==> config.mk <==
export PLATFORM = sky130hd
export DESIGN_NAME = periodic_timer_10bit
export DESIGN_NICKNAME = d
export VERILOG_FILES = /design/src/periodic_timer_pkg.sv /design/src/periodic_timer_10bit.sv
export SDC_FILE = /design/constraint.sdc
export NUM_CORES = 1
export LEC_CHECK = 0
export BUFFER_PORTS_ARGS = -buffer_cell sky130_fd_sc_hd__buf_2
export CORE_ASPECT_RATIO = 0.8
export CORE_MARGIN = 4
export CORE_UTILIZATION = 30
export DETAILED_ROUTE_END_ITERATION = 7
export PLACE_DENSITY = 0.46
export SLEW_MARGIN = 0
export SYNTH_ARGS = -nofsm -noshare
export SYNTH_HDL_FRONTEND = slang
export SYNTH_SLANG_ARGS = --single-unit
==> constraint.sdc <==
create_clock -name CLK -period 6.36 [get_ports CLK]
set_input_delay 0.954 -clock CLK [delete_from_list [all_inputs] [get_ports CLK]]
set_output_delay 0.954 -clock CLK [all_outputs]
set_load 0.05 [all_outputs]
==> src/periodic_timer_pkg.sv <==
// Overview of operation
// - Run bit rising clears the counter to zero and starts counting.
// - Run bit falling stops counting; the counter keeps its value.
// - Run bit rising returns the pin to its initial level in compare mode.
// - Mode field bits 7:6 select compare, capture, PWM/pulse or timer.
// - Compare mode match A: no change, drive low, drive high or toggle.
// - PWM mode pin field: inactive, active, PWM waveform or single pulse.
// - Capture mode pin field: rising, falling, both edges or disabled.
// - Match A leaves the pin alone when requested level equals present.
// - Output level bit sets initial level or active level of the pin.
// - Invert bit flips the pin signal in every mode; the pin is driven only in compare and PWM modes.
// - Capture source bit picks the timer pin or the external clock pin.
// - Clear select 1 clears on match A; 0 on match P or overflow.
// - Overflow clearing happens only when the period value is zero.
// - Clear select is ignored in PWM, single pulse and capture modes.
// - Counter readable as low byte and bits 1:0 of the high byte.
// - Compare A value held in a writable low byte and high bits 1:0.
// - Period value held in a writable low byte and high bits; resets zero.
// - Unimplemented control and high-byte bits read as zero.
// - Clock select picks system, divided, subclock or external pin edges.
// - Pause bit freezes the counter; clearing it resumes counting.
// - Match A: nonzero compare A equality (a capture in capture mode); match P: period equality, except in single pulse and clear-on-A modes.
package periodic_timer_pkg;

  // ==========================================================
  // Widths
  localparam int CNT_W  = 10;
  localparam int BYTE_W = 8;
  localparam int HI_W   = CNT_W - BYTE_W;
  localparam int HI_PAD = BYTE_W - HI_W;
  localparam int ADDR_W = 3;
  localparam int PRE_W  = 6;

  // ==========================================================
  // Register map
  localparam logic [ADDR_W-1:0] A_RUN_CTL  = 3'h0;
  localparam logic [ADDR_W-1:0] A_MODE_CTL = 3'h1;
  localparam logic [ADDR_W-1:0] A_CNT_LO   = 3'h2;
  localparam logic [ADDR_W-1:0] A_CNT_HI   = 3'h3;
  localparam logic [ADDR_W-1:0] A_CMPA_LO  = 3'h4;
  localparam logic [ADDR_W-1:0] A_CMPA_HI  = 3'h5;
  localparam logic [ADDR_W-1:0] A_PER_LO   = 3'h6;
  localparam logic [ADDR_W-1:0] A_PER_HI   = 3'h7;
  localparam int                RUN_LSB    = 3;
  localparam int                RUN_PAD    = 3;

  // ==========================================================
  // Field encodings
  typedef enum logic [1:0] {
    MODE_COMPARE = 2'h0,
    MODE_CAPTURE = 2'h1,
    MODE_PWM     = 2'h2,
    MODE_TIMER   = 2'h3
  } op_mode_t;

  localparam logic [1:0] FN_NONE   = 2'h0;
  localparam logic [1:0] FN_LOW    = 2'h1;
  localparam logic [1:0] FN_HIGH   = 2'h2;
  localparam logic [1:0] FN_TOGGLE = 2'h3;
  localparam logic [1:0] FN_INACT  = 2'h0;
  localparam logic [1:0] FN_ACT    = 2'h1;
  localparam logic [1:0] FN_PWM    = 2'h2;
  localparam logic [1:0] FN_PULSE  = 2'h3;
  localparam logic [1:0] FN_RISE   = 2'h0;
  localparam logic [1:0] FN_FALL   = 2'h1;
  localparam logic [1:0] FN_BOTH   = 2'h2;

  localparam logic [2:0] CK_SYS4  = 3'h0;
  localparam logic [2:0] CK_SYS   = 3'h1;
  localparam logic [2:0] CK_H16   = 3'h2;
  localparam logic [2:0] CK_H64   = 3'h3;
  localparam logic [2:0] CK_SUB0  = 3'h4;
  localparam logic [2:0] CK_SUB1  = 3'h5;
  localparam logic [2:0] CK_EXT_R = 3'h6;
  localparam logic [2:0] CK_EXT_F = 3'h7;

  localparam logic [PRE_W-1:0] PRE_M4  = 6'h03;
  localparam logic [PRE_W-1:0] PRE_M16 = 6'h0f;
  localparam logic [PRE_W-1:0] PRE_M64 = 6'h3f;
  localparam logic [PRE_W-1:0] PRE_ONE = 6'h01;
  localparam logic [CNT_W-1:0] CNT_ONE = 10'h001;
  localparam logic [CNT_W-1:0] CNT_MAX = 10'h3ff;

  // ==========================================================
  // Carriers
  typedef struct packed {
    logic              wr;
    logic              rd;
    logic [ADDR_W-1:0] addr;
    logic [BYTE_W-1:0] wdata;
  } reg_req_t;

  typedef struct packed {
    logic       pause;
    logic [2:0] clk_sel;
    logic       run;
  } run_ctl_t;

  typedef struct packed {
    op_mode_t   mode;
    logic [1:0] pin_fn;
    logic       init_level;
    logic       invert;
    logic       cap_src;
    logic       clr_sel;
  } mode_ctl_t;

  typedef struct packed {
    run_ctl_t          run_ctl;
    mode_ctl_t         mode_ctl;
    logic [CNT_W-1:0]  cnt;
    logic [CNT_W-1:0]  cmpa;
    logic [CNT_W-1:0]  period;
    logic [PRE_W-1:0]  presc;
    logic              run_prev;
    logic              level;
    logic              pin;
    logic              oe;
    logic              flag_a;
    logic              flag_p;
    logic [BYTE_W-1:0] rdata;
    logic              io_s1;
    logic              io_s2;
    logic              io_s3;
    logic              ck_s1;
    logic              ck_s2;
    logic              ck_s3;
  } tmr_state_t;

endpackage

==> src/periodic_timer_10bit.sv <==
`timescale 1ns/1ps
`default_nettype none
module periodic_timer_10bit (
  // Clock and reset
  input  wire logic                           CLK,
  input  wire logic                           RST_N,
  // Register port
  input  wire periodic_timer_pkg::reg_req_t   REG_REQ,
  output logic [periodic_timer_pkg::BYTE_W-1:0] REG_RDATA,
  // Clock sources
  input  wire logic                           SUB_TICK,
  input  wire logic                           EXT_CLK_IN,
  // Timer pin
  input  wire logic                           TIMER_IO_IN,
  output logic                                TIMER_IO_OUT,
  output logic                                TIMER_IO_OE,
  // Match events
  output logic                                CMP_A_MATCH,
  output logic                                CMP_P_MATCH
);

  // ==========================================================
  // State
  periodic_timer_pkg::tmr_state_t            st_q;
  periodic_timer_pkg::tmr_state_t            st_d;
  logic                                      tick;
  logic                                      rise;
  logic                                      advance;
  logic [periodic_timer_pkg::CNT_W-1:0]      cnt_inc;
  logic                                      match_a;
  logic                                      match_p;
  logic                                      cmp_like;
  logic                                      pulse_mode;
  logic                                      clr_a;
  logic                                      clr_p;
  logic                                      src_now;
  logic                                      src_prev;
  logic                                      cap_ev;
  logic                                      ext_rise;
  logic                                      ext_fall;
  logic                                      pwm_on;

  // ==========================================================
  // Counter clock selection
  assign ext_rise = st_q.ck_s2 & ~st_q.ck_s3;
  assign ext_fall = ~st_q.ck_s2 & st_q.ck_s3;

  always_comb begin
    case (st_q.run_ctl.clk_sel)
      periodic_timer_pkg::CK_SYS4: begin
        tick = (st_q.presc & periodic_timer_pkg::PRE_M4)
               == periodic_timer_pkg::PRE_M4;
      end
      periodic_timer_pkg::CK_SYS: begin
        tick = 1'b1;
      end
      periodic_timer_pkg::CK_H16: begin
        tick = (st_q.presc & periodic_timer_pkg::PRE_M16)
               == periodic_timer_pkg::PRE_M16;
      end
      periodic_timer_pkg::CK_H64: begin
        tick = st_q.presc == periodic_timer_pkg::PRE_M64;
      end
      periodic_timer_pkg::CK_SUB0,
      periodic_timer_pkg::CK_SUB1: begin
        tick = SUB_TICK;
      end
      periodic_timer_pkg::CK_EXT_R: begin
        tick = ext_rise;
      end
      periodic_timer_pkg::CK_EXT_F: begin
        tick = ext_fall;
      end
      default: begin
        tick = 1'b0;
      end
    endcase
  end

  // ==========================================================
  // Counter events
  assign rise       = st_q.run_ctl.run & ~st_q.run_prev;
  assign advance    = st_q.run_ctl.run & st_q.run_prev
                      & ~st_q.run_ctl.pause & tick;
  assign cnt_inc    = st_q.cnt + periodic_timer_pkg::CNT_ONE;
  assign match_a    = advance & (cnt_inc == st_q.cmpa);
  assign match_p    = advance & (cnt_inc == st_q.period);
  assign cmp_like   = (st_q.mode_ctl.mode == periodic_timer_pkg::MODE_COMPARE)
                      | (st_q.mode_ctl.mode == periodic_timer_pkg::MODE_TIMER);
  assign pulse_mode = (st_q.mode_ctl.mode == periodic_timer_pkg::MODE_PWM)
                      & (st_q.mode_ctl.pin_fn == periodic_timer_pkg::FN_PULSE);
  assign clr_a      = cmp_like & st_q.mode_ctl.clr_sel & match_a;
  assign clr_p      = match_p & ~pulse_mode
                      & ~(cmp_like & st_q.mode_ctl.clr_sel);
  assign pwm_on     = st_q.cnt < st_q.cmpa;

  // ==========================================================
  // Capture trigger
  assign src_now  = st_q.mode_ctl.cap_src ? st_q.ck_s2 : st_q.io_s2;
  assign src_prev = st_q.mode_ctl.cap_src ? st_q.ck_s3 : st_q.io_s3;

  always_comb begin
    case (st_q.mode_ctl.pin_fn)
      periodic_timer_pkg::FN_RISE: begin
        cap_ev = src_now & ~src_prev;
      end
      periodic_timer_pkg::FN_FALL: begin
        cap_ev = ~src_now & src_prev;
      end
      periodic_timer_pkg::FN_BOTH: begin
        cap_ev = src_now ^ src_prev;
      end
      default: begin
        cap_ev = 1'b0;
      end
    endcase
  end

  // ==========================================================
  // Next state
  always_comb begin
    st_d          = st_q;
    st_d.io_s1    = TIMER_IO_IN;
    st_d.io_s2    = st_q.io_s1;
    st_d.io_s3    = st_q.io_s2;
    st_d.ck_s1    = EXT_CLK_IN;
    st_d.ck_s2    = st_q.ck_s1;
    st_d.ck_s3    = st_q.ck_s2;
    st_d.presc    = st_q.presc + periodic_timer_pkg::PRE_ONE;
    st_d.run_prev = st_q.run_ctl.run;
    st_d.flag_a   = 1'b0;
    st_d.flag_p   = 1'b0;
    st_d.rdata    = '0;

    // Register writes
    if (REG_REQ.wr) begin
      case (REG_REQ.addr)
        periodic_timer_pkg::A_RUN_CTL: begin
          st_d.run_ctl = REG_REQ.wdata[periodic_timer_pkg::BYTE_W-1:
                                       periodic_timer_pkg::RUN_LSB];
        end
        periodic_timer_pkg::A_MODE_CTL: begin
          st_d.mode_ctl =
            periodic_timer_pkg::mode_ctl_t'(REG_REQ.wdata);
        end
        periodic_timer_pkg::A_CMPA_LO: begin
          st_d.cmpa[periodic_timer_pkg::BYTE_W-1:0] = REG_REQ.wdata;
        end
        periodic_timer_pkg::A_CMPA_HI: begin
          st_d.cmpa[periodic_timer_pkg::CNT_W-1:periodic_timer_pkg::BYTE_W] =
            REG_REQ.wdata[periodic_timer_pkg::HI_W-1:0];
        end
        periodic_timer_pkg::A_PER_LO: begin
          st_d.period[periodic_timer_pkg::BYTE_W-1:0] = REG_REQ.wdata;
        end
        periodic_timer_pkg::A_PER_HI: begin
          st_d.period[periodic_timer_pkg::CNT_W-1:periodic_timer_pkg::BYTE_W] =
            REG_REQ.wdata[periodic_timer_pkg::HI_W-1:0];
        end
        default: begin
        end
      endcase
    end

    // Register reads
    if (REG_REQ.rd) begin
      case (REG_REQ.addr)
        periodic_timer_pkg::A_RUN_CTL: begin
          st_d.rdata = {st_q.run_ctl, {periodic_timer_pkg::RUN_PAD{1'b0}}};
        end
        periodic_timer_pkg::A_MODE_CTL: begin
          st_d.rdata = st_q.mode_ctl;
        end
        periodic_timer_pkg::A_CNT_LO: begin
          st_d.rdata = st_q.cnt[periodic_timer_pkg::BYTE_W-1:0];
        end
        periodic_timer_pkg::A_CNT_HI: begin
          st_d.rdata = {{periodic_timer_pkg::HI_PAD{1'b0}},
            st_q.cnt[periodic_timer_pkg::CNT_W-1:periodic_timer_pkg::BYTE_W]};
        end
        periodic_timer_pkg::A_CMPA_LO: begin
          st_d.rdata = st_q.cmpa[periodic_timer_pkg::BYTE_W-1:0];
        end
        periodic_timer_pkg::A_CMPA_HI: begin
          st_d.rdata = {{periodic_timer_pkg::HI_PAD{1'b0}},
            st_q.cmpa[periodic_timer_pkg::CNT_W-1:periodic_timer_pkg::BYTE_W]};
        end
        periodic_timer_pkg::A_PER_LO: begin
          st_d.rdata = st_q.period[periodic_timer_pkg::BYTE_W-1:0];
        end
        periodic_timer_pkg::A_PER_HI: begin
          st_d.rdata = {{periodic_timer_pkg::HI_PAD{1'b0}},
            st_q.period[periodic_timer_pkg::CNT_W-1:
                        periodic_timer_pkg::BYTE_W]};
        end
        default: begin
          st_d.rdata = '0;
        end
      endcase
    end

    // Counter
    if (rise) begin
      st_d.cnt = '0;
    end else if (advance) begin
      st_d.cnt = cnt_inc;
      if (clr_a || clr_p) begin
        st_d.cnt = '0;
      end
    end

    // Match events and capture
    st_d.flag_p = clr_p | (match_p & ~pulse_mode & ~clr_a
                  & ~(cmp_like & st_q.mode_ctl.clr_sel));
    if (st_q.mode_ctl.mode == periodic_timer_pkg::MODE_CAPTURE) begin
      if (cap_ev && st_q.run_ctl.run) begin
        st_d.cmpa   = st_q.cnt;
        st_d.flag_a = 1'b1;
      end
    end else begin
      st_d.flag_a = match_a & (st_q.cmpa != '0);
    end

    // Single pulse run control: match A clears run; external pin rising edge sets it only while run is clear
    if (pulse_mode && match_a) begin
      st_d.run_ctl.run = 1'b0;
    end
    if (pulse_mode && ext_rise && !st_q.run_ctl.run) begin
      st_d.run_ctl.run = 1'b1;
    end

    // Output level
    case (st_q.mode_ctl.mode)
      periodic_timer_pkg::MODE_COMPARE: begin
        if (rise) begin
          st_d.level = st_q.mode_ctl.init_level;
        end else if (match_a && st_q.cmpa != '0) begin
          case (st_q.mode_ctl.pin_fn)
            periodic_timer_pkg::FN_LOW: begin
              st_d.level = 1'b0;
            end
            periodic_timer_pkg::FN_HIGH: begin
              st_d.level = 1'b1;
            end
            periodic_timer_pkg::FN_TOGGLE: begin
              st_d.level = ~st_q.level;
            end
            default: begin
              st_d.level = st_q.level;
            end
          endcase
        end
      end
      periodic_timer_pkg::MODE_PWM: begin
        case (st_q.mode_ctl.pin_fn)
          periodic_timer_pkg::FN_INACT: begin
            st_d.level = ~st_q.mode_ctl.init_level;
          end
          periodic_timer_pkg::FN_ACT: begin
            st_d.level = st_q.mode_ctl.init_level;
          end
          periodic_timer_pkg::FN_PWM: begin
            st_d.level = (st_q.run_ctl.run && pwm_on)
                         ? st_q.mode_ctl.init_level
                         : ~st_q.mode_ctl.init_level;
          end
          default: begin
            st_d.level = st_d.run_ctl.run
                         ? st_q.mode_ctl.init_level
                         : ~st_q.mode_ctl.init_level;
          end
        endcase
      end
      default: begin
        st_d.level = st_q.level;
      end
    endcase

    // Pin drive
    st_d.pin = st_d.level ^ st_d.mode_ctl.invert;
    st_d.oe  = (st_d.mode_ctl.mode == periodic_timer_pkg::MODE_COMPARE)
               | (st_d.mode_ctl.mode == periodic_timer_pkg::MODE_PWM);
  end

  // ==========================================================
  // Registers
  always_ff @(posedge CLK) begin
    if (!RST_N) begin
      st_q <= '0;
    end else begin
      st_q <= st_d;
    end
  end

  assign REG_RDATA    = st_q.rdata;
  assign TIMER_IO_OUT = st_q.pin;
  assign TIMER_IO_OE  = st_q.oe;
  assign CMP_A_MATCH  = st_q.flag_a;
  assign CMP_P_MATCH  = st_q.flag_p;
endmodule
`default_nettype wire

==> results by group, run 1 <==
Routing
  • Met2 wire length: just under 5000 um
  • Met1 WL: between 6000 and 7000 um
  • Uppermost layer routed: met4
  • Drt pass-1 iters: 5
  • WL per Instance: ~18 um
  • Vias/cell: 5.148
  • Initial DRC Count: approximately 310
  • Routed WL: between 10000 and 15000 um
  • Vias: approximately 3600
  • Final ANT Viol Nets: 0
  • Met3 wire length: around 870 um
  • Drc violations: 0

Die
  • Initial Util: between 30% and 40%
  • Site Rows: 38
  • Die Y: 113.4 um
  • Die area: approximately 16000 um2
  • Die width: between 100 and 150 um
  • Ports: 30
  • Core area: between 10000 and 15000 um2

Global routing
  • First-pass GRT wire length: a little over 20000 um
  • GR Overflow Total: 0
  • Total Routing Usage GR: between 15 and 20%
  • Vias in the first global route: ~3500
  • Antenna violations before repair: 0
  • Largest net degree at the start of global routing: 41

Layout
  • Most frequent cells in the layout: dfxtp_1 (69), nand2_1 (64), nor2_1 (52)
  • Area Overhead vs Synth: 10.64%
  • FILL cells: about 1500
  • Commonest non-fill, non-tap cell in the layout: dfxtp_1
  • Layout net count: 548
  • Diodes inserted: 0
  • Layout cells sized above 1: approximately an eighth

Clock network
  • TritonCTS clock tree: done
  • Post-CTS setup buffer count: 0
  • Clk slew on worst S/H paths: roughly 0.060 ns
  • CTS buffer count: 9
  • CTS Sinks: a little under 70
  • Clock tree buffer depth: 2
  • Post-CTS resize count: 0
  • CTS H-tree depth: 3
  • # hold bufs at CTS: 0
  • Cell at the root of the clock tree: clkbuf_16
  • Clk_lat worst skew: 0.34 ns

Synth
  • Post-Synthesis Cells: 509
  • EDFF count, synth: 0
  • Most common flop cell mapped by yosys: dfxtp_1
  • Synth area leaders: dfxtp_1 (33%), mux2i_1 (6.3%), nand2_1 (5.8%)
  • Mapped Area: 4163 um2
  • Synth warn: 0
  • Synthesized area per cell: between 8 and 9 um2
  • Sequential element share of the synthesized area: between 30% and 40%
  • FFs w/ async S/R, synth: 0%
  • Register bit total from synthesis: 69
  • Number of unique standard cell types used by synthesis: 62
  • Post-Syn Nets: 544
  • Share of the synthesized area in the top cell type: 33.18%
  • Post-synth top area cell: dfxtp_1

Run status
  • Status: finished, final reports clean

Min path
  • Worst Hold Endpoint: st_d[3]
  • HP Start: st_d[4]
  • Worst hold path type: flop to flop
  • WHS Path Cells: 1

Critical path
  • Critical R2R Launch: st_q[50]
  • Crit path DAT: ~3.5 ns
  • Setup crit end kind: flop
  • RR Endpoint: st_q[49]
  • Kind of critical path: flop to flop
  • Crit path max fanout: 13
  • R2r setup slk: around 3.1 ns
  • Startpoint class of the critical path: flop
  • Data required time of the critical path: ~6.6 ns
  • Reg2reg path depth: 9

STA
  • Skew final: 0.008500 ns
  • Rel. slew slack: between 40% and 50%
  • Final hold violation count: 0
  • Final min period: about 3.3 ns
  • F_max: about 310 MHz
  • Worst-margin pin slew: between 0.8 and 0.9 ns
  • Setup TNS: 0 ns
  • Final Max Tran Viols: 0
  • Setup ws final: between 3 and 4 ns
  • Crit share post-route: 51.11%
  • RSZ-0062 raised after global routing: no
  • Setup violations, final: 0

Placement
  • Setup WS pre-CTS: 2.920 ns
  • Hpwl dp: approximately 9700 um
  • IO Port Bufs: 29
  • Final GP Congestion: between 0.8 and 0.9

Power and ir drop
  • Maximum vdd ir drop: roughly 0.00014 V
  • Power Dens Cells: about 210 nW/um2
  • Leak Pwr: between 0.0015 and 0.002 uW

Job
  • Max cap viols: 0
==> sequential cells by signal (all words and copies together), names as in the netlist <==
register,count
TIMER_IO_OE,1
st_q,52
REG_RDATA,8
st_d,5
CMP_A_MATCH,1
CMP_P_MATCH,1
TIMER_IO_OUT,1
==> cells by family after synthesis <==
kind of cell | share of synthesized area (%)
AO/OA/AOI/OAI | 16.59
XOR/XNOR | 6.703
adder cells (fa/ha/maj) | 5.110
buffers and inverters | 7.574
flip-flops | 33.18
multiplexers | 6.793
AND/OR/NAND/NOR | 24.05
==> stage by stage <==
stage               utilization, %  cell area [um2]  hold WS (ns)  power (uW)  std cells
floorplan                        -             4163        0.4119       507.1        509
global placement             31.85             4330        0.4138       534.4        682
detailed placement           31.85             4330        0.4203       535.3        682
CTS                          33.87             4606        0.4378       997.7        698
global route                 33.87             4606        0.4566        1027        698
finish                       33.87             4606        0.4362       988.0        698
==> worst max-delay path by stage <==
stage	startpoint	end	slack, ns	cells after the start
2_1_floorplan	REG_REQ[9]	TIMER_IO_OUT	3.24	9
3_3_place_gp	REG_REQ[10]	TIMER_IO_OUT	2.98	8
3_5_place_dp	REG_REQ[10]	TIMER_IO_OUT	2.92	8
4_1_cts	st_q[46]	st_q[49]	3.10	10
5_1_grt	st_q[46]	st_q[49]	2.71	10
6_report	st_q[50]	st_q[49]	3.11	9
==> per-layer routing <==
| metal | vias up | GRT usage, % |
|---|---|---|
| met1 | 1680 | 26.08 |
| met4 | 0 | 4.261 |
| met5 | - | 0 |
| met2 | 123 | 21.69 |
| met3 | 14 | 4.647 |
| li1 | 1776 | - |
==> synth_stat cells, drive strengths merged, types with 7 or more instances <==
library cell,count
nand2,64
inv,24
nand3,16
xnor2,24
buf,21
o21ai,24
a211oi,12
clkbuf,18
nor2,52
nor4,9
nor3,7
a21oi,25
xor2,7
a22oi,10
dfxtp,69
mux2i,26
ha,17
nor2b,7
and2,12
==> report_power, final <==
group / internal (uW) / switching, uW
Sequential: 441 / 9.96
Clock: 264 / 198
Combinational: 25.8 / 49.1
==> cell type report <==
cell class                      instances  area (um2)  area share, %
Multi-Input combinational cell        377        2466          53.55
Sequential cell                        69        1381          29.99
Clock buffer                            9       225.2          4.890
Tap cell                              180       225.2          4.890
Timing Repair Buffer                   32       167.7          3.640
Inverter                               24       90.09          1.956
Clock inverter                          7       50.05          1.087
==> worst max-delay path: stages (launching register included) <==
cell	delay (ns)
dfxtp_1	0.71
nand4_4	0.28
or3_4	0.50
xnor2_2	0.18
a221oi_2	0.33
nand4_4	0.20
o21ai_1	0.25
or2_1	0.37
o21ai_0	0.13
a21o_1	0.19
No activity file was read; power rests on OpenSTA's default activity.
==> inputs of run 2 (changes only) <==
--- a/config.mk
+++ b/config.mk
@@ -5,12 +5,13 @@
 export SDC_FILE = /design/constraint.sdc
 export NUM_CORES = 1
 export LEC_CHECK = 0
+export ABC_AREA = 1
 export BUFFER_PORTS_ARGS = -buffer_cell sky130_fd_sc_hd__buf_2
 export CORE_ASPECT_RATIO = 0.8
 export CORE_MARGIN = 4
 export CORE_UTILIZATION = 30
 export DETAILED_ROUTE_END_ITERATION = 7
-export PLACE_DENSITY = 0.46
+export PLACE_DENSITY = 0.48
 export SLEW_MARGIN = 0
 export SYNTH_ARGS = -nofsm -noshare
 export SYNTH_HDL_FRONTEND = slang
==> constraint.sdc (replaced) <==
create_clock -name CLK -period 2.6 [get_ports CLK]
set_input_delay 0.39 -clock CLK [delete_from_list [all_inputs] [get_ports CLK]]
set_output_delay 0.39 -clock CLK [all_outputs]
set_load 0.05 [all_outputs]
==> run 2 against run 1 <==
  * Sequential share of layout area down 0.51 points
  * Combinational power grew to 2.9 times the previous value
  * Worst setup slack got worse by 2.9 ns
==> results by group, run 2 <==
Routing
  • Initial DRC Count: 315 (+1.9%)
  • Vias: 3972 (+11%)
  • Drc violations: 0 (unchanged)
  • Final ANT Viol Nets: 0 (unchanged)
  • Vias/cell: 4.990 (-3.1%)
  • WL per Instance: 16.55 um (-9.6%)
  • Routed WL: 13180 um (+3.1%)
  • Drt pass-1 iters: 5 (unchanged)

Global routing
  • GR Overflow Total: 0 (unchanged)
  • Vias in the first global route: 3856 (+11%)
  • Antenna violations before repair: 0 (unchanged)
  • First-pass GRT wire length: 21010 um (+3.9%)
  • Largest net degree at the start of global routing: 23 (-44%)
  • Total Routing Usage GR: 17.92% (+1.3 points)

Critical path
  • Data required time of the critical path: 2.83 ns (-3.75 ns)
  • Kind of critical path: flop to flop
  • CP peak stage delay: 0.49 ns (-0.22 ns)
  • CP max stage cell: dfxtp_1
  • Startpoint class of the critical path: flop
  • Setup crit end kind: flop
  • Crit path max fanout: 5 (-8)
  • Crit path DAT: 2.62 ns (-0.86 ns)
  • Critical-path cell list: inv_1, ha_1, a21oi_1, o21a_1, nand4_1, or2_2, nand4_1, nand4_1, nand3_1, nand2_1, nand2_1, nand2_1

Synth
  • Most common library cells after synthesis: nand2_1 (131), inv_1 (82), dfxtp_1 (69), a21oi_1 (57), o21ai_0 (43)
  • Synthesized area per cell: 6.876 um2 (-16%)
  • Post-Syn Nets: 612 (+13%)
  • Post-synth top area cell: dfxtp_1
  • Mapped Area: 3968 um2 (-4.7%)
  • Main combinational cell family by area after synthesis: simple AND/OR/NAND/NOR gates
  • FFs w/ async S/R, synth: 0% (unchanged)
  • Synth warn: 0 (unchanged)
  • EDFF count, synth: 0 (unchanged)
  • Mux share of post-synthesis cell area: 0% (-6.8 points)
  • Synth area leaders: dfxtp_1 (35%), nand2_1 (12%), inv_1 (7.8%)
  • Synth Area in Adders: 5.361% (+0.25 points)
  • Top-count cell post-synth: nand2_1
  • Post-Synth Simple-Gate Area: 29.93% (+5.9 points)
  • Most common flop cell mapped by yosys: dfxtp_1
  • Synth Area in Compound Gates: 18.23% (+1.6 points)
  • Register bit total from synthesis: 69 (unchanged)
  • Xor-xnor portion of the synthesized cell area: 0.6623% (-6.0 points)
  • Number of unique standard cell types used by synthesis: 37 (-40%)
  • Share of the synthesized area in the top cell type: 34.82% (+1.6 points)
  • Post-Synthesis Cells: 577 (+13%)
  • Sequential element share of the synthesized area: 34.82% (+1.6 points)

Power and ir drop
  • Clock power frac: 48.6% (+1.9 points)
  • Comb pwr share: 8.3% (+0.7 points)
  • Net Sw Frac: 26.15% (+0.15 points)
  • Power Dens Cells: 547.4 nW/um2 (+160%)
  • P_int: 1897 uW (+160%)
  • Sequential Power Share: 43.1% (-2.6 points)
  • Psw: 671.7 uW (+160%)
  • Tot Pwr: 2569 uW (+160%)
  • Leak Pwr: 0.002012 uW (+12%)
  • Maximum vdd ir drop: 0.0002681 V (+86%)

Layout
  • Layout Cells excl Fill: 796 (+14%)
  • Diodes inserted: 0 (unchanged)
  • Layout cells sized above 1: 17.23% (+5.3 points)
  • Layout net count: 651 (+19%)
  • Max reg flops: 52 (unchanged)
  • Area Overhead vs Synth: 18.29%
  • Most flops, register: st_q
  • Commonest non-fill, non-tap cell in the layout: nand2_1
  • Most frequent cells in the layout: nand2_1 (131), inv_1 (82), dfxtp_1 (67)

Die
  • Die Y: 110.9 um (-2.2%)
  • Initial Util: 30.72% (+0.11 points)
  • Core area: 12920 um2 (-5.0%)
  • Die width: 136.6 um (-2.2%)
  • Ports: 30 (unchanged)
  • Die area: 15140 um2 (-4.4%)
  • Site Rows: 37 (-2.6%)

Placement
  • DP Cell Count: 779 (+14%)
  • Hpwl dp: 10320 um (+6.7%)
  • Final GP Congestion: 0.9816 (+15%)
  • IO Port Bufs: 29 (unchanged)

Clock network
  • Clk slew on worst S/H paths: 0.06 ns (about the same)
  • CTS buffer count: 9 (unchanged)
  • CTS H-tree depth: 3 (unchanged)
  • TritonCTS clock tree: done
  • Clock tree buffer depth: 2 (unchanged)
  • CTS Sinks: 69 (unchanged)
  • Cell at the root of the clock tree: clkbuf_16
  • Clk_lat worst skew: 0.34 ns (about the same)

STA
  • Rel. slew slack: 55.57% (+11 points)
  • Setup violations, final: 0 (unchanged)
  • Skew final: 0.01076 ns (+0.002255 ns)
  • Final Max Tran Viols: 0 (unchanged)
  • Setup TNS: 0 ns (unchanged)
  • Crit share post-route: 91.80% (+41 points)
  • Final min period: 2.387 ns (-0.8637 ns)
  • F_max: 419.0 MHz (+36%)
  • RSZ-0062 raised after global routing: no
  • Final hold violation count: 0 (unchanged)
  • Worst-margin pin slew: 0.6657 ns (-0.1611 ns)

Min path
  • Worst hold path type: input port to flop

Run status
  • Status: finished, final reports clean

Job
  • Max cap viols: 0 (unchanged)
[run 2: changes by cell type in the layout (fill, tap and decap cells not counted), sizes merged, moves of 17 or more]
cell   before  now
nand2      64  143
inv        25   89
a21oi      25   58
mux2i      26    0
xnor2      24    1
nand3      16   38
o21ai      24   44
buf        32   49
[run 2: repair_timing]
item                       CTS  global route
setup buffers                0             1
setup endpoints to repair    0            12
hold buffers                 0             0
resized for setup            0             5
[run 2: area by class of cell]
cell class,count,area (um2)
fill,1392,8223
clock buffer,9,225.2
inverter,87,326.6
sequential,69,1384
timing repair buffer,49,307.8
clock inverter,7,71.32
multi-input combinational,400,2160
tap,175,219.0
[run 2: per-stage QoR]
stage	hold slack (ns)	setup slack (ns)	instance area (um2)	util, %
finish	0.2401	0.2133	4693	36.34
global route	0.2606	0.01289	4693	36.34
CTS	0.2352	0.05083	4661	36.08
detailed placement	0.4012	0.08844	4364	33.79
global placement	0.3934	0.1999	4364	33.79
floorplan	0.3905	0.6041	3968	-
[run 2: cell families after synthesis]
| family | count (synthesis) |
|---|---|
| buffers and inverters | 108 |
| xor gates and xnor gates | 3 |
| and+or+nand+nor | 252 |
| AOI/OAI and AO/OA | 128 |
| DFF | 69 |
| adders and majority gates | 17 |
[run 2: per-layer routing]
layer / up-vias / track usage [%] / part of all wire (%)
li1: 1979 / - / -
met1: 1841 / 27.37 / 51
met2: 130 / 24.59 / 40
met3: 22 / 3.811 / 6.4
met4: 0 / 5.843 / 2.5
met5: - / 0 / 0
[run 2: power by group through the flow]
stage | sequential, uW | combinational, uW | clock [uW]
floorplan | 1130 | 126 | 0
finish | 1110 | 214 | 1250
global placement | 1130 | 207 | 0
global route | 1110 | 239 | 1320
CTS | 1110 | 211 | 1270
detailed placement | 1130 | 210 | 0
[run 2: critical path, delay by kind of cell, from the launching register on]
family,cells,cell delay (ns)
AOI/OAI and AO/OA,2,0.31
adders and majority gates,1,0.32
buffers and inverters,1,0.12
DFF,1,0.49
and+or+nand+nor,8,1.04
[run 2: worst paths after layout]
check             slack, ns      endpoint  cells after the start        from
hold / removal         0.24       st_d[1]                      3  EXT_CLK_IN
hold reg to reg        0.41       st_d[3]                      2     st_d[4]
setup reg to reg       0.21  TIMER_IO_OUT                     12    st_q[43]
setup / recovery       0.21  TIMER_IO_OUT                     12    st_q[43]
==> inputs of run 3 (changes only) <==
--- a/config.mk
+++ b/config.mk
@@ -6,12 +6,12 @@
 export NUM_CORES = 1
 export LEC_CHECK = 0
 export ABC_AREA = 1
-export BUFFER_PORTS_ARGS = -buffer_cell sky130_fd_sc_hd__buf_2
 export CORE_ASPECT_RATIO = 0.8
 export CORE_MARGIN = 4
 export CORE_UTILIZATION = 30
 export DETAILED_ROUTE_END_ITERATION = 7
-export PLACE_DENSITY = 0.48
+export DONT_BUFFER_PORTS = 1
+export PLACE_DENSITY = 0.46
 export SLEW_MARGIN = 0
 export SYNTH_ARGS = -nofsm -noshare
 export SYNTH_HDL_FRONTEND = slang
==> run 3 against run 2 <==
  * Critical path depth rose by 1
  * Flip-flop and latch count is the same
  * Non-clock buffer count fell by 30
  * Clock power about the same
  * Via count down 4.2%
  * Design area fell by 3.6%
  * Sequential share of layout area increased by 1.1 points
  * Sequential power is essentially flat
  * Register-to-register slack gained 0.05 ns
  * Worst setup slack better by 0.045 ns
  * Combinational power fell by 24%
  * Critical endpoint unchanged
==> results by group, run 3 (synthesis gave the netlist of run 2 again) <==
Critical path
  • Setup crit end kind: flop
  • Crit path DAT: 2.57 ns (-0.05 ns)
  • R2r setup slk: 0.26 ns (+0.05 ns)
  • Data required time of the critical path: 2.83 ns (about the same)
  • Kind of critical path: flop to flop
  • Crit path max fanout: 4 (-1)
  • Startpoint class of the critical path: flop

Layout
  • Max reg flops: 52 (unchanged)
  • Commonest non-fill, non-tap cell in the layout: nand2_1
  • Most flops, register: st_q
  • Layout cells sized above 1: 12.52% (-4.7 points)
  • Diodes inserted: 0 (unchanged)
  • Layout net count: 621 (-4.6%)
  • Most frequent cells in the layout: nand2_1 (131), inv_1 (82), dfxtp_1 (67)
  • Area Overhead vs Synth: 14.06%

Power and ir drop
  • Power Dens Cells: 561.6 nW/um2 (+2.6%)
  • Comb pwr share: 6.4% (-1.9 points)
  • Clock power frac: 49.6% (+1.0 points)
  • Net Sw Frac: 24.81% (-1.3 points)
  • P_int: 1911 uW (+0.71%)
  • Psw: 630.6 uW (-6.1%)
  • Maximum vdd ir drop: 0.0003259 V (+22%)
  • Sequential Power Share: 44.0% (+0.9 points)
  • Leak Pwr: 0.001868 uW (-7.2%)

Die
  • Die width: 136.6 um (unchanged)
  • Ports: 30 (unchanged)
  • Initial Util: 30.72% (unchanged)
  • Die Y: 110.9 um (unchanged)
  • Die area: 15140 um2 (unchanged)
  • Site Rows: 37 (unchanged)
  • Core area: 12920 um2 (unchanged)

Placement
  • IO Port Bufs: 0 (-100%)
  • Hpwl dp: 10180 um (-1.4%)
  • Final GP Congestion: 0.9661 (-1.6%)

STA
  • WHS: 0.1445 ns (-0.09559 ns)
  • Worst-margin pin slew: 0.6643 ns (-0.001364 ns)
  • Final min period: 2.341 ns (-0.04547 ns)
  • Crit share post-route: 90.05% (-1.7 points)
  • Final hold violation count: 0 (unchanged)
  • Rel. slew slack: 55.66% (+0.091 points)
  • RSZ-0062 raised after global routing: no
  • F_max: 427.1 MHz (+1.9%)
  • Final Max Tran Viols: 0 (unchanged)
  • Setup TNS: 0 ns (unchanged)
  • Setup violations, final: 0 (unchanged)
  • Skew final: 0.009551 ns (-0.001205 ns)

Run status
  • Status: finished, final reports clean

Routing
  • Routed WL: 12960 um (-1.6%)
  • WL per Instance: 16.92 um (+2.2%)
  • Vias: 3807 (-4.2%)
  • Vias/cell: 4.970 (-0.40%)
  • Drt pass-1 iters: 8 (+3)
  • Initial DRC Count: 269 (-15%)
  • Drc violations: 0 (unchanged)
  • Final ANT Viol Nets: 0 (unchanged)

Clock network
  • CTS buffer count: 9 (unchanged)
  • TritonCTS clock tree: done
  • Clock tree buffer depth: 2 (unchanged)
  • # hold bufs at CTS: 0 (unchanged)
  • Cell at the root of the clock tree: clkbuf_16
  • CTS Sinks: 69 (unchanged)
  • Clk slew on worst S/H paths: 0.06 ns (about the same)
  • CTS H-tree depth: 3 (unchanged)
  • Clk_lat worst skew: 0.34 ns (about the same)

Min path
  • Worst hold path type: input port to flop

Global routing
  • Largest net degree at the start of global routing: 39 (+70%)
  • Antenna violations before repair: 0 (unchanged)
  • GR Overflow Total: 0 (unchanged)
  • Total Routing Usage GR: 17.87% (-0.049 points)
  • First-pass GRT wire length: 20940 um (-0.33%)
  • Vias in the first global route: 3704 (-3.9%)

Job
  • Max cap viols: 0 (unchanged)
## run 3: cell count changes in the layout (fill, tap and decap cells not counted)
cell,delta
clkinv_4,-1
clkbuf_1,+1
inv_6,-1
clkbuf_8,+1
ha_1,+1
nor3_1,+1
clkinv_2,-2
clkinvlp_4,+2
buf_2,-29
buf_12,-1
nor3_2,-1
ha_2,-1
## run 3: worst paths after layout
path                                 start           end  cells past startpoint
worst max-delay path              st_q[45]  TIMER_IO_OUT                     13
worst min-delay path            EXT_CLK_IN       st_d[1]                      2
worst max register to register    st_q[45]  TIMER_IO_OUT                     13
worst min register to register     st_d[4]       st_d[3]                      2
## run 3: worst max-delay path, stage by stage, from the launching register on
cell and delay, ns:
dfxtp_1 0.44, inv_1 0.15, ha_1 0.34, nand2_1 0.09
nor2_1 0.07, o211ai_1 0.11, nand4_1 0.23, or2_2 0.33
nand4_1 0.07, nand4_1 0.08, nand3_1 0.16, nand2_1 0.07
nand2_1 0.06, nand2_1 0.05
## run 3: power groups by stage
stage	combinational (uW)	clock (uW)	sequential, uW
finish	162	1260	1120
global route	186	1330	1120
CTS	162	1290	1120
detailed placement	160	0	1140
global placement	159	0	1140
floorplan	126	0	1130
## run 3: metal layers
layer	global-route usage, %	vias up	part of all wire (%)	wire length (um)
met3	4.946	23	7.5	966
met5	0	-	0	0
met2	23.47	140	39	5035
met4	6.179	0	2.6	341
met1	27.33	1729	51	6618
li1	-	1915	-	-
## run 3: stage by stage
stage	power (uW)	area, um2	utilization (%)	std cells	setup WS (ns)
after floorplan	1258	3968	-	577	0.6041
after global placement	1301	4219	32.66	750	0.2609
after detailed placement	1302	4219	32.66	750	0.2198
after CTS	2569	4521	35.00	766	0.2019
after global routing	2637	4526	35.04	766	0.005374
final	2542	4526	35.04	766	0.2588
## run 3: timing repair
action                                  4_1_cts  5_1_grt
endpoints found under the setup margin        0       12
buffers inserted                              0        0
endpoints found under the hold margin         0        0
resized for setup                             0        3
## run 3: layout make-up
| type | instances | area [um2] |
|---|---|---|
| Fill cell | 1387 | 8391 |
| Multi-Input combinational cell | 400 | 2152 |
| Sequential cell | 69 | 1384 |
| Inverter | 87 | 326.6 |
| Clock buffer | 11 | 242.7 |
| Tap cell | 175 | 219.0 |
| Timing Repair Buffer | 19 | 142.6 |
| Clock inverter | 5 | 58.81 |
